**config.mk**
```make
export PLATFORM = sky130hd
export DESIGN_NAME = smbs_ctrl
export DESIGN_NICKNAME = d
export VERILOG_FILES = /design/src/rtl/smbs_ctrl.v
export VERILOG_INCLUDE_DIRS = /design/src /design/src/rtl
export SDC_FILE = /design/constraint.sdc
export NUM_CORES = 1
export LEC_CHECK = 0
export ABC_AREA = 1
export BUFFER_PORTS_ARGS = -buffer_cell sky130_fd_sc_hd__buf_2
export CAP_MARGIN = 30
export CORE_MARGIN = 2
export CORE_UTILIZATION = 61
export CTS_CLUSTER_DIAMETER = 60
export DETAILED_ROUTE_END_ITERATION = 8
export GPL_TIMING_DRIVEN = 0
export PLACE_DENSITY = 0.8
export SKIP_CTS_REPAIR_TIMING = 1
export SLEW_MARGIN = 20
export SYNTH_ARGS = -nofsm -noshare
export SYNTH_HDL_FRONTEND = slang
export SYNTH_SLANG_ARGS = --single-unit
```
**constraint.sdc**
```tcl
create_clock -name core_clk -period 2.3 [get_ports core_clk]
set_input_delay 0.345 -clock core_clk [delete_from_list [all_inputs] [get_ports core_clk]]
set_output_delay 0.345 -clock core_clk [all_outputs]
set_load 0.05 [all_outputs]
```
**src/rtl/smbs_regs.vh**
```
// register map, field positions, reset values and timing for smbs_ctrl
// assumes a byte-wide register port indexed by a 4-bit address
`ifndef SMBS_REGS_VH
`define SMBS_REGS_VH

// ----------------------------------------------------------------------
// register indices
// ----------------------------------------------------------------------
`define SMBS_CTRL_IDX    4'h0
`define SMBS_CFG_IDX     4'h1
`define SMBS_DATA_IDX    4'h2
`define SMBS_ADR_IDX     4'h3
`define SMBS_ADM_IDX     4'h4
`define SMBS_ISTAT_IDX   4'h5
`define SMBS_ICLR_IDX    4'h6
`define SMBS_IEN_IDX     4'h7
`define SMBS_DIV_IDX     4'h8

// ----------------------------------------------------------------------
// bus_control_reg fields, status vector in [7:4]
// ----------------------------------------------------------------------
`define SMBS_SI_BIT      0
`define SMBS_ACK_BIT     1
`define SMBS_ARBL_BIT    2
`define SMBS_ACK_REQUEST_FLAG_BIT   3
`define SMBS_STO_BIT     4
`define SMBS_STA_BIT     5
`define SMBS_TXM_BIT     6
`define SMBS_MST_BIT     7

// ----------------------------------------------------------------------
// config fields and interrupt status bits
// ----------------------------------------------------------------------
`define SMBS_EN_BIT      0
`define SMBS_INH_BIT     1
`define SMBS_HWACK_BIT   2
`define SMBS_EV_BYTE     0
`define SMBS_EV_STOP     1
`define SMBS_EV_ARB      2
`define SMBS_EV_ERR      3

// ----------------------------------------------------------------------
// reset values and timing
// ----------------------------------------------------------------------
`define SMBS_CFG_RST     3'h0
`define SMBS_ADR_RST     8'h00
`define SMBS_ADM_RST     8'hFE
`define SMBS_IEN_RST     4'h0
`define SMBS_CLK_MHZ     125
`define SMBS_SCL_HALF_NS 5000
`define SMBS_SCL_HALF_CYC (`SMBS_SCL_HALF_NS * `SMBS_CLK_MHZ / 1000)
`define SMBS_DIV_RST     ((`SMBS_SCL_HALF_CYC / 4) - 1)

`endif

```
**src/rtl/smbs_ctrl.v**
```verilog
// two-wire serial controller: slave read/write, master, status vector
// assumes open-drain pins resolved outside; scl/sda arrive asynchronously
//
// What this block does
// [RULE1] inhibit clear: address byte puts slave in receiver
// [RULE2] no hw ack: address raises interrupt, ack request
// [RULE3] hw ack: matching address acked, interrupt after ack
// [RULE4] nacked address mutes slave until next start
// [RULE5] acked read address: shift out loaded bytes
// [RULE6] master acks each byte; nack ends reading
// [RULE7] data write after nack flags an error
// [RULE8] stop condition ends slave transmitter mode
// [RULE9] clear without data write: back to receiver
// [RULE10] transmitter interrupt always after the ack cycle
// [RULE11] status vector: master, tx, start, stop
// [RULE12] generated start reports 1110 and waits
// [RULE13] nack in 1100: start restarts, stop aborts
// [RULE14] ack in 1100: data, stop, both, or restart
// [RULE15] clear without data: master receiver, status 1000
// [RULE16] ack bit 1 sends ack, 0 sends nack
// [RULE17] master from own start until stop or loss
// [RULE18] clock held low while interrupt flag set
//
// Our own choices: the address map and the plain strobed port.
`include "smbs_regs.vh"
module smbs_ctrl (
  input  wire       core_clk,   // system clock
  input  wire       srst,       // synchronous reset, active high
  input  wire [3:0] reg_addr,   // register index
  input  wire [7:0] reg_wdata,  // write data
  input  wire       reg_we,     // write strobe
  input  wire       reg_re,     // read strobe
  output reg  [7:0] reg_rdata,  // read data, cycle after reg_re
  output reg        irq,        // level interrupt
  input  wire       scl_in,     // clock line level
  output wire       scl_out,    // clock line drive value
  output wire       scl_oe_n,   // clock line pulled low when 0
  input  wire       sda_in,     // data line level
  output wire       sda_out,    // data line drive value
  output wire       sda_oe_n    // data line pulled low when 0
);

  localparam [2:0] MG_IDLE  = 3'h0;
  localparam [2:0] MG_START = 3'h1;
  localparam [2:0] MG_RUN   = 3'h2;
  localparam [2:0] MG_STOP  = 3'h3;
  localparam [2:0] MG_RSTA  = 3'h4;
  localparam [31:0] DIV_RST = `SMBS_DIV_RST;

  // --------------------------------------------------------------------
  // pin synchronisers and bus condition detection
  // --------------------------------------------------------------------
  reg  [1:0] scl_sy_q;
  reg  [1:0] sda_sy_q;
  reg        scl_d1_q;
  reg        sda_d1_q;

  always @(posedge core_clk) begin
    if (srst) begin
      scl_sy_q <= 2'h3;
      sda_sy_q <= 2'h3;
      scl_d1_q <= 1'b1;
      sda_d1_q <= 1'b1;
    end else begin
      scl_sy_q <= {scl_sy_q[0], scl_in};
      sda_sy_q <= {sda_sy_q[0], sda_in};
      scl_d1_q <= scl_sy_q[1];
      sda_d1_q <= sda_sy_q[1];
    end
  end

  wire scl_s     = scl_sy_q[1];
  wire sda_s     = sda_sy_q[1];
  wire scl_rise  = scl_s & ~scl_d1_q;
  wire scl_fall  = ~scl_s & scl_d1_q;
  wire start_det = scl_s & scl_d1_q & ~sda_s & sda_d1_q;
  wire stop_det  = scl_s & scl_d1_q & sda_s & ~sda_d1_q;

  // --------------------------------------------------------------------
  // state
  // --------------------------------------------------------------------
  reg  [2:0] cfg_q;
  reg  [7:0] sadr_q;
  reg  [7:0] sadm_q;
  reg  [7:0] div_q;
  reg  [3:0] ien_q;
  reg  [3:0] stat_q;
  reg  [9:0] div_cnt_q;
  reg  [7:0] shreg_q;
  reg  [3:0] cnt_q;
  reg  [2:0] mg_q;
  reg        step_q;
  reg        master_q;
  reg        transmit_direction_flag_q;
  reg        sta_q;
  reg        sto_q;
  reg        si_q;
  reg        ack_request_flag_q;
  reg        arbl_q;
  reg        ack_q;
  reg        addr_ph_q;
  reg        rd_q;
  reg        mute_q;
  reg        busy_q;
  reg        slv_q;
  reg        data_wr_q;
  reg        scl_low_q;
  reg        sda_low_q;
  reg        si_prev_q;
  reg        arb_prev_q;

  wire en    = cfg_q[`SMBS_EN_BIT];
  wire slave_event_inhibit   = cfg_q[`SMBS_INH_BIT];
  wire hwack = cfg_q[`SMBS_HWACK_BIT];
  wire tick  = (div_cnt_q == {div_q, 2'h3});

  wire wr_ctrl = reg_we & (reg_addr == `SMBS_CTRL_IDX);
  wire wr_data = reg_we & (reg_addr == `SMBS_DATA_IDX);
  wire wr_iclr = reg_we & (reg_addr == `SMBS_ICLR_IDX);
  wire si_clr  = wr_ctrl & si_q & ~reg_wdata[`SMBS_SI_BIT];
  wire sta_n   = reg_wdata[`SMBS_STA_BIT];
  wire sto_n   = reg_wdata[`SMBS_STO_BIT];
  wire ack_n   = reg_wdata[`SMBS_ACK_BIT];
  // a nack was just taken as slave transmitter: loading data is an error
  wire data_err = wr_data & si_q & transmit_direction_flag_q & ~master_q & ~ack_q;
  wire adr_hit = (((shreg_q[7:1] ^ sadr_q[7:1]) & sadm_q[7:1]) == 7'h00);
  // a disabled controller, or a muted or inhibited slave, ignores the bit stream
  wire active  = en & (master_q | slv_q | (addr_ph_q & ~mute_q & ~slave_event_inhibit));

  // held low while the flag is up so the far master waits
  assign scl_oe_n = ~(si_q | scl_low_q);  // see [RULE18]
  assign scl_out  = 1'b0;
  assign sda_oe_n = ~sda_low_q;
  assign sda_out  = 1'b0;

  // --------------------------------------------------------------------
  // bit rate divider
  // --------------------------------------------------------------------
  always @(posedge core_clk) begin
    if (srst)
      div_cnt_q <= 10'h000;
    else if (tick)
      div_cnt_q <= 10'h000;
    else
      div_cnt_q <= div_cnt_q + 10'h001;
  end

  // --------------------------------------------------------------------
  // serial engine and master sequencer
  // --------------------------------------------------------------------
  always @(posedge core_clk) begin
    if (srst) begin
      shreg_q   <= 8'h00;
      cnt_q     <= 4'h0;
      mg_q      <= MG_IDLE;
      step_q    <= 1'b0;
      master_q  <= 1'b0;
      transmit_direction_flag_q  <= 1'b0;
      sta_q     <= 1'b0;
      sto_q     <= 1'b0;
      si_q      <= 1'b0;
      ack_request_flag_q   <= 1'b0;
      arbl_q    <= 1'b0;
      ack_q     <= 1'b0;
      addr_ph_q <= 1'b0;
      rd_q      <= 1'b0;
      mute_q    <= 1'b0;
      busy_q    <= 1'b0;
      slv_q     <= 1'b0;
      data_wr_q <= 1'b0;
      scl_low_q <= 1'b0;
      sda_low_q <= 1'b0;
    end else begin
      if (wr_data & ~data_err) begin
        shreg_q   <= reg_wdata;
        data_wr_q <= 1'b1;
      end
      if (wr_ctrl) begin
        sta_q <= sta_n;
        sto_q <= sto_n;
        ack_q <= ack_n;
      end

      // bus conditions and bit edges
      if (start_det) begin
        busy_q    <= 1'b1;
        cnt_q     <= 4'h0;
        addr_ph_q <= 1'b1;
        mute_q    <= 1'b0;               // see [RULE4]
        slv_q     <= 1'b0;
        transmit_direction_flag_q  <= master_q;
      end else if (stop_det) begin
        busy_q    <= 1'b0;
        cnt_q     <= 4'h0;
        addr_ph_q <= 1'b0;
        slv_q     <= 1'b0;
        transmit_direction_flag_q  <= 1'b0;               // see [RULE8]
      end else if (scl_rise & active) begin
        if (cnt_q < 4'h8) begin
          shreg_q <= {shreg_q[6:0], sda_s};
          cnt_q   <= cnt_q + 4'h1;
          if (master_q & transmit_direction_flag_q & shreg_q[7] & ~sda_s) begin
            master_q  <= 1'b0;           // see [RULE17]
            transmit_direction_flag_q  <= 1'b0;
            arbl_q    <= 1'b1;
            si_q      <= 1'b1;
            scl_low_q <= 1'b0;
            sda_low_q <= 1'b0;
            mg_q      <= MG_IDLE;
          end
        end else begin
          if (transmit_direction_flag_q)
            ack_q <= ~sda_s;             // see [RULE6]
          cnt_q <= 4'h9;
        end
      end else if (scl_fall & active) begin
        if (cnt_q < 4'h8) begin
          sda_low_q <= transmit_direction_flag_q & ~shreg_q[7];
        end else if (cnt_q == 4'h8) begin
          if (transmit_direction_flag_q) begin
            sda_low_q <= 1'b0;
          end else if (addr_ph_q & ~master_q) begin
            rd_q <= shreg_q[0];          // see [RULE1]
            if (hwack) begin
              if (adr_hit) begin
                sda_low_q <= 1'b1;       // see [RULE3]
              end else begin
                mute_q    <= 1'b1;       // see [RULE4]
                addr_ph_q <= 1'b0;
                sda_low_q <= 1'b0;
              end
            end else begin
              si_q    <= 1'b1;           // see [RULE2]
              ack_request_flag_q <= 1'b1;
              sta_q   <= 1'b1;
            end
          end else if (hwack) begin
            sda_low_q <= ack_q;          // see [RULE16]
          end else begin
            si_q    <= 1'b1;
            ack_request_flag_q <= 1'b1;
          end
        end else begin
          cnt_q     <= 4'h0;
          sda_low_q <= 1'b0;
          if (addr_ph_q & ~master_q) begin
            addr_ph_q <= 1'b0;
            if (sda_low_q) begin
              slv_q    <= 1'b1;
              transmit_direction_flag_q <= rd_q;          // see [RULE5]
              // an acked address is no nack: first data load is legal
              ack_q    <= 1'b1;          // see [RULE7]
              if (hwack) begin
                si_q  <= 1'b1;           // see [RULE3]
                sta_q <= 1'b1;
              end else if (rd_q) begin
                sda_low_q <= ~shreg_q[7];
              end
            end else begin
              mute_q <= 1'b1;            // see [RULE4]
            end
          end else begin
            addr_ph_q <= 1'b0;
            if (transmit_direction_flag_q | hwack)
              si_q <= 1'b1;              // see [RULE10]
          end
        end
      end

      // software releases the held clock
      if (si_clr) begin
        si_q      <= 1'b0;
        ack_request_flag_q   <= 1'b0;
        arbl_q    <= 1'b0;
        data_wr_q <= 1'b0;
        if (master_q) begin
          if (sto_n) begin
            sda_low_q <= 1'b1;           // see [RULE13] [RULE14]
            step_q    <= 1'b0;
            mg_q      <= MG_STOP;
          end else if (sta_n) begin
            sda_low_q <= 1'b0;           // see [RULE13] [RULE14]
            step_q    <= 1'b0;
            mg_q      <= MG_RSTA;
          end else if (cnt_q == 4'h8 & ~transmit_direction_flag_q) begin
            sda_low_q <= ack_n;          // see [RULE16]
          end else if (data_wr_q) begin
            transmit_direction_flag_q  <= 1'b1;           // see [RULE14]
            sda_low_q <= ~shreg_q[7];
          end else begin
            transmit_direction_flag_q  <= 1'b0;           // see [RULE15]
            sda_low_q <= 1'b0;
          end
        end else begin
          sta_q <= 1'b0;
          if (cnt_q == 4'h8) begin
            sda_low_q <= ack_n;          // see [RULE16]
            if (~ack_n & addr_ph_q)
              mute_q <= 1'b1;            // see [RULE4]
          end else if (transmit_direction_flag_q) begin
            if (data_wr_q) begin
              sda_low_q <= ~shreg_q[7];  // see [RULE5]
            end else begin
              transmit_direction_flag_q  <= 1'b0;         // see [RULE9]
              sda_low_q <= 1'b0;
            end
          end
        end
      end

      // master clock and condition generation on divider ticks, except the first start pull from MG_IDLE
      case (mg_q)
        MG_IDLE: begin
          if (en & sta_q & ~busy_q & ~si_q & ~wr_ctrl) begin
            sda_low_q <= 1'b1;
            mg_q      <= MG_START;
          end
        end
        MG_START: begin
          if (tick) begin
            scl_low_q <= 1'b1;
            master_q  <= 1'b1;           // see [RULE17]
            transmit_direction_flag_q  <= 1'b1;
            si_q      <= 1'b1;           // see [RULE12]
            data_wr_q <= 1'b0;
            mg_q      <= MG_RUN;
          end
        end
        MG_RUN: begin
          // a released clock held low by the far end stretches the bit
          if (tick & ~si_q) begin
            if (scl_low_q)
              scl_low_q <= 1'b0;
            else if (scl_s)
              scl_low_q <= 1'b1;
          end
        end
        MG_STOP: begin
          if (tick) begin
            if (~step_q) begin
              scl_low_q <= 1'b0;
              step_q    <= 1'b1;
            end else if (scl_s) begin
              sda_low_q <= 1'b0;
              master_q  <= 1'b0;         // see [RULE17]
              transmit_direction_flag_q  <= 1'b0;
              sto_q     <= 1'b0;
              mg_q      <= MG_IDLE;
            end
          end
        end
        MG_RSTA: begin
          if (tick) begin
            if (~step_q) begin
              scl_low_q <= 1'b0;
              step_q    <= 1'b1;
            end else if (scl_s) begin
              sda_low_q <= 1'b1;
              mg_q      <= MG_START;
            end
          end
        end
        default: mg_q <= MG_IDLE;
      endcase
    end
  end

  // --------------------------------------------------------------------
  // register port and interrupt
  // --------------------------------------------------------------------
  wire [3:0] ev;
  assign ev[`SMBS_EV_BYTE] = si_q & ~si_prev_q;
  assign ev[`SMBS_EV_STOP] = stop_det;
  assign ev[`SMBS_EV_ARB]  = arbl_q & ~arb_prev_q;
  assign ev[`SMBS_EV_ERR]  = data_err;   // see [RULE7]

  wire [3:0] iclr = wr_iclr ? reg_wdata[3:0] : 4'h0;
  wire [7:0] ctrl_rd = {master_q, transmit_direction_flag_q, sta_q, sto_q,
                        ack_request_flag_q, arbl_q, ack_q, si_q};

  always @(posedge core_clk) begin
    if (srst) begin
      cfg_q      <= `SMBS_CFG_RST;
      sadr_q     <= `SMBS_ADR_RST;
      sadm_q     <= `SMBS_ADM_RST;
      div_q      <= DIV_RST[7:0];
      ien_q      <= `SMBS_IEN_RST;
      stat_q     <= 4'h0;
      si_prev_q  <= 1'b0;
      arb_prev_q <= 1'b0;
      irq        <= 1'b0;
      reg_rdata  <= 8'h00;
    end else begin
      si_prev_q  <= si_q;
      arb_prev_q <= arbl_q;
      if (reg_we) begin
        case (reg_addr)
          `SMBS_CFG_IDX: cfg_q  <= reg_wdata[2:0];
          `SMBS_ADR_IDX: sadr_q <= reg_wdata;
          `SMBS_ADM_IDX: sadm_q <= reg_wdata;
          `SMBS_IEN_IDX: ien_q  <= reg_wdata[3:0];
          `SMBS_DIV_IDX: div_q  <= reg_wdata;
          default: ;
        endcase
      end
      // a new event beats a clear in the same cycle
      stat_q <= (stat_q & ~iclr) | ev;
      irq    <= |(stat_q & ien_q);
      reg_rdata <= 8'h00;
      if (reg_re) begin
        case (reg_addr)
          `SMBS_CTRL_IDX:  reg_rdata <= ctrl_rd;  // see [RULE11]
          `SMBS_CFG_IDX:   reg_rdata <= {5'h00, cfg_q};
          `SMBS_DATA_IDX:  reg_rdata <= shreg_q;
          `SMBS_ADR_IDX:   reg_rdata <= sadr_q;
          `SMBS_ADM_IDX:   reg_rdata <= sadm_q;
          `SMBS_ISTAT_IDX: reg_rdata <= {4'h0, stat_q};
          `SMBS_IEN_IDX:   reg_rdata <= {4'h0, ien_q};
          `SMBS_DIV_IDX:   reg_rdata <= div_q;
          default:         reg_rdata <= 8'h00;
        endcase
      end
    end
  end

endmodule

```
==> flow_metrics.tcl <==
set metrics [dict create \
    status "complete, no violations" \
    drt_iter0_markers 391 \
    cts_tree "done" \
    synth_largest_area_cell "dfxtp_1" \
    ys_ff_latch 94 \
    syn-mean-instance-area_um2 6.97 \
    post_drt_wl_per_cell_um 16.6 \
    ir_drop_mv 0.458 \
    hpwl_um 10500 \
    critical_path.cell_chain "inv_1, ha_1, nand3_4, inv_2, nand2_2, a211oi_2, nand2_1, nand2_1, nand2_1, nand2_2, nand2_1, a22oi_2, nand3_2, nand3_1, nand2_1, inv_1" \
    finalHoldViolations 0 \
    antenna_found_initial 0 \
    drc 0 \
    yosys_warnings 0 \
    synth_top_area_frac 0.395 \
    clkLatencyLatePin_ns 0.36 \
    overflow 0 \
    cts_made_buffers 9 \
    final-setup-viol-count 0 \
    fmax_mhz 485 \
    wirelength_um 13700 \
    slew_headroom 0.617 \
    power_density_mw_per_mm2 577 \
    fin_setup_tns_ns 0 \
    chipWidth_um 92.4 \
    synth_seq_area_share 0.395 \
    holdWs_ns 0.162 \
    worst-slew-pin-transition_ns 0.575 \
    drive_gt1_frac 0.125 \
    io_buffer_count 27 \
    firstDrtPassIters 5 \
    synthTopCellsByCount "nand2_1 (116), inv_1 (110), dfxtp_1 (94)" \
    finalMaxSlewViolations 0 \
    fillCellCount 691 \
    ant_nets 0 \
    hold_class "primary input to flop" \
    rows 32 \
    clkTransAtPathRegs_ns 0.10 \
    cpMaxStageDelayCell "dfxtp_1" \
    required_ns 2.61 \
    die_area_mm2 0.00853 \
    finalCritPeriodShare 0.896 \
    cp-start-kind "flop" \
    grtUsageTotal 0.326 \
    syn_inst 683 \
    rsz0062_at_grt "false" \
    area_growth_pct 9.72 \
    synth_edf_count 0 \
    end_kind "flop" \
    p_leak_nw 2.13 \
    grt_pass1_vias 4476 \
    synth.distinct_cells 44 \
    antenna_cells 0 \
    via_per_inst 5.79 \
    htreeDepth 3 \
    clock_path_buffers 2 \
    cpMostUsedCell "nand2_1" \
    slowest_delay_ns 0.33 \
    core_mm2 0.00765 \
    die_y_um 92.4 \
    ios 31 \
    synth.area.top_cells "dfxtp_1 (40%), nand2_1 (9.1%), inv_1 (8.7%)" \
    place_congestion 0.996 \
    synth_most_common_cell "nand2_1" \
    post-route-util 0.683 \
    clock_skew_ns 0.00850 \
    clock-root-buffer "clkbuf_8" \
    syn_area_mm2 0.00476 \
    grt_first_pass_wirelength_um 21800 \
    vias 4804 \
    initial_core_util 0.623 \
    cp.arrival_ns 2.37 \
    synth_top_flop_cell "dfxtp_1" \
    worst-path-max-fanout 6 \
    maxCapViolations 0 \
    min_period_ns 2.06 \
    cts_num_sinks 94 \
    async_reset_ff_frac 0 \
    grt_max_degree 17 \
    fin_nets 743 \
    crit_type "flop to flop" \
]
[flip-flops by register name (all words and copies together) (netlist names), 2 cells and up]
signal	flops
reg_rdata	8
div_cnt_q	10
sadm_q	8
cnt_q	4
ien_q	4
mg_q	3
stat_q	4
sadr_q	8
scl_sy_q	2
sda_sy_q	2
cfg_q	3
shreg_q	8
div_q	8
[metal layers]
| layer | part of all wire | up-vias | routed length (um) | global-route usage |
|---|---|---|---|---|
| met5 | 0 | - | 0 | 0 |
| met4 | 0.038 | 0 | 524 | 0.134 |
| met3 | 0.085 | 46 | 1160 | 0.0521 |
| met2 | 0.47 | 239 | 6430 | 0.543 |
| met1 | 0.41 | 2185 | 5610 | 0.422 |
| li1 | - | 2334 | - | - |
[cell families after synthesis]
family / synth area share
other: 0.000787
flip-flops: 0.395
buffers and inverters: 0.112
AND/OR/NAND/NOR: 0.259
multiplexers: 0.00236
AO/OA/AOI/OAI: 0.214
adder cells (fa/ha/maj): 0.00788
XOR/XNOR: 0.00920
[power by group]
| part | switching, mW | internal (mW) | total [mW] |
|---|---|---|---|
| registers | 0.0192 | 1.65 | 1.67 |
| clock network | 0.608 | 0.505 | 1.11 |
| logic | 0.168 | 0.0618 | 0.230 |
[path summary, 6_finish.rpt]
check | startpoint | end | slack, ns | cells after the start
worst max-delay path | cnt_q[0]$_SDFFE_PP0P_ | sda_low_q$_SDFF_PP0_ | 0.24 | 16
worst min-delay path | sda_in | sda_sy_q[0]$_SDFF_PP1_ | 0.16 | 2
worst max register to register | cnt_q[0]$_SDFFE_PP0P_ | sda_low_q$_SDFF_PP0_ | 0.24 | 16
worst min register to register | sda_sy_q[0]$_SDFF_PP1_ | sda_sy_q[1]$_SDFF_PP1_ | 0.43 | 1
[cell type report]
class | count | area [um^2] | share of cell area
clock inverters | 7 | 72.6 | 0.0139
clock buffers | 9 | 124 | 0.0237
plain buffers | 14 | 72.6 | 0.0139
repair buffers | 27 | 135 | 0.0259
inverters | 123 | 462 | 0.0884
well taps | 102 | 128 | 0.0244
flip-flops and latches | 94 | 1880 | 0.360
multi-input cells | 453 | 2350 | 0.450
[stage by stage]
step                std cells  power (mW)  instance area (um^2)  setup WS (ns)
CTS                       829        3.01                  5230          0.256
detailed placement        813        1.93                  5030          0.239
floorplan                 684        1.85                  4770          0.552
global placement          813        1.93                  5030          0.264
finish                    829        3.02                  5230          0.238
global route              829        3.10                  5230         0.0532
[critical path: cells and delay by family, from the launching register on]
kind | cells | cell delay (ns)
flops | 1 | 0.33
simple gates | 10 | 0.80
compound gates | 2 | 0.38
buf+inv | 3 | 0.29
fa+ha+maj | 1 | 0.20
[placed cells by master (no fill, tap or decap), types with 6 or more instances in the layout]
| cell | count |
|---|---|
| nand2_1 | 116 |
| inv_1 | 110 |
| dfxtp_1 | 94 |
| o21ai_0 | 66 |
| nor2_1 | 62 |
| a21oi_1 | 52 |
| nand3_1 | 32 |
| buf_2 | 28 |
| o211ai_1 | 14 |
| o22ai_1 | 14 |
| inv_2 | 11 |
| nand4_1 | 11 |
| nor3_1 | 9 |
| clkbuf_8 | 9 |
| nor2_2 | 8 |
| clkbuf_1 | 8 |
| nand2_2 | 6 |
| or2_2 | 6 |
(Power assumes the default switching activity.)
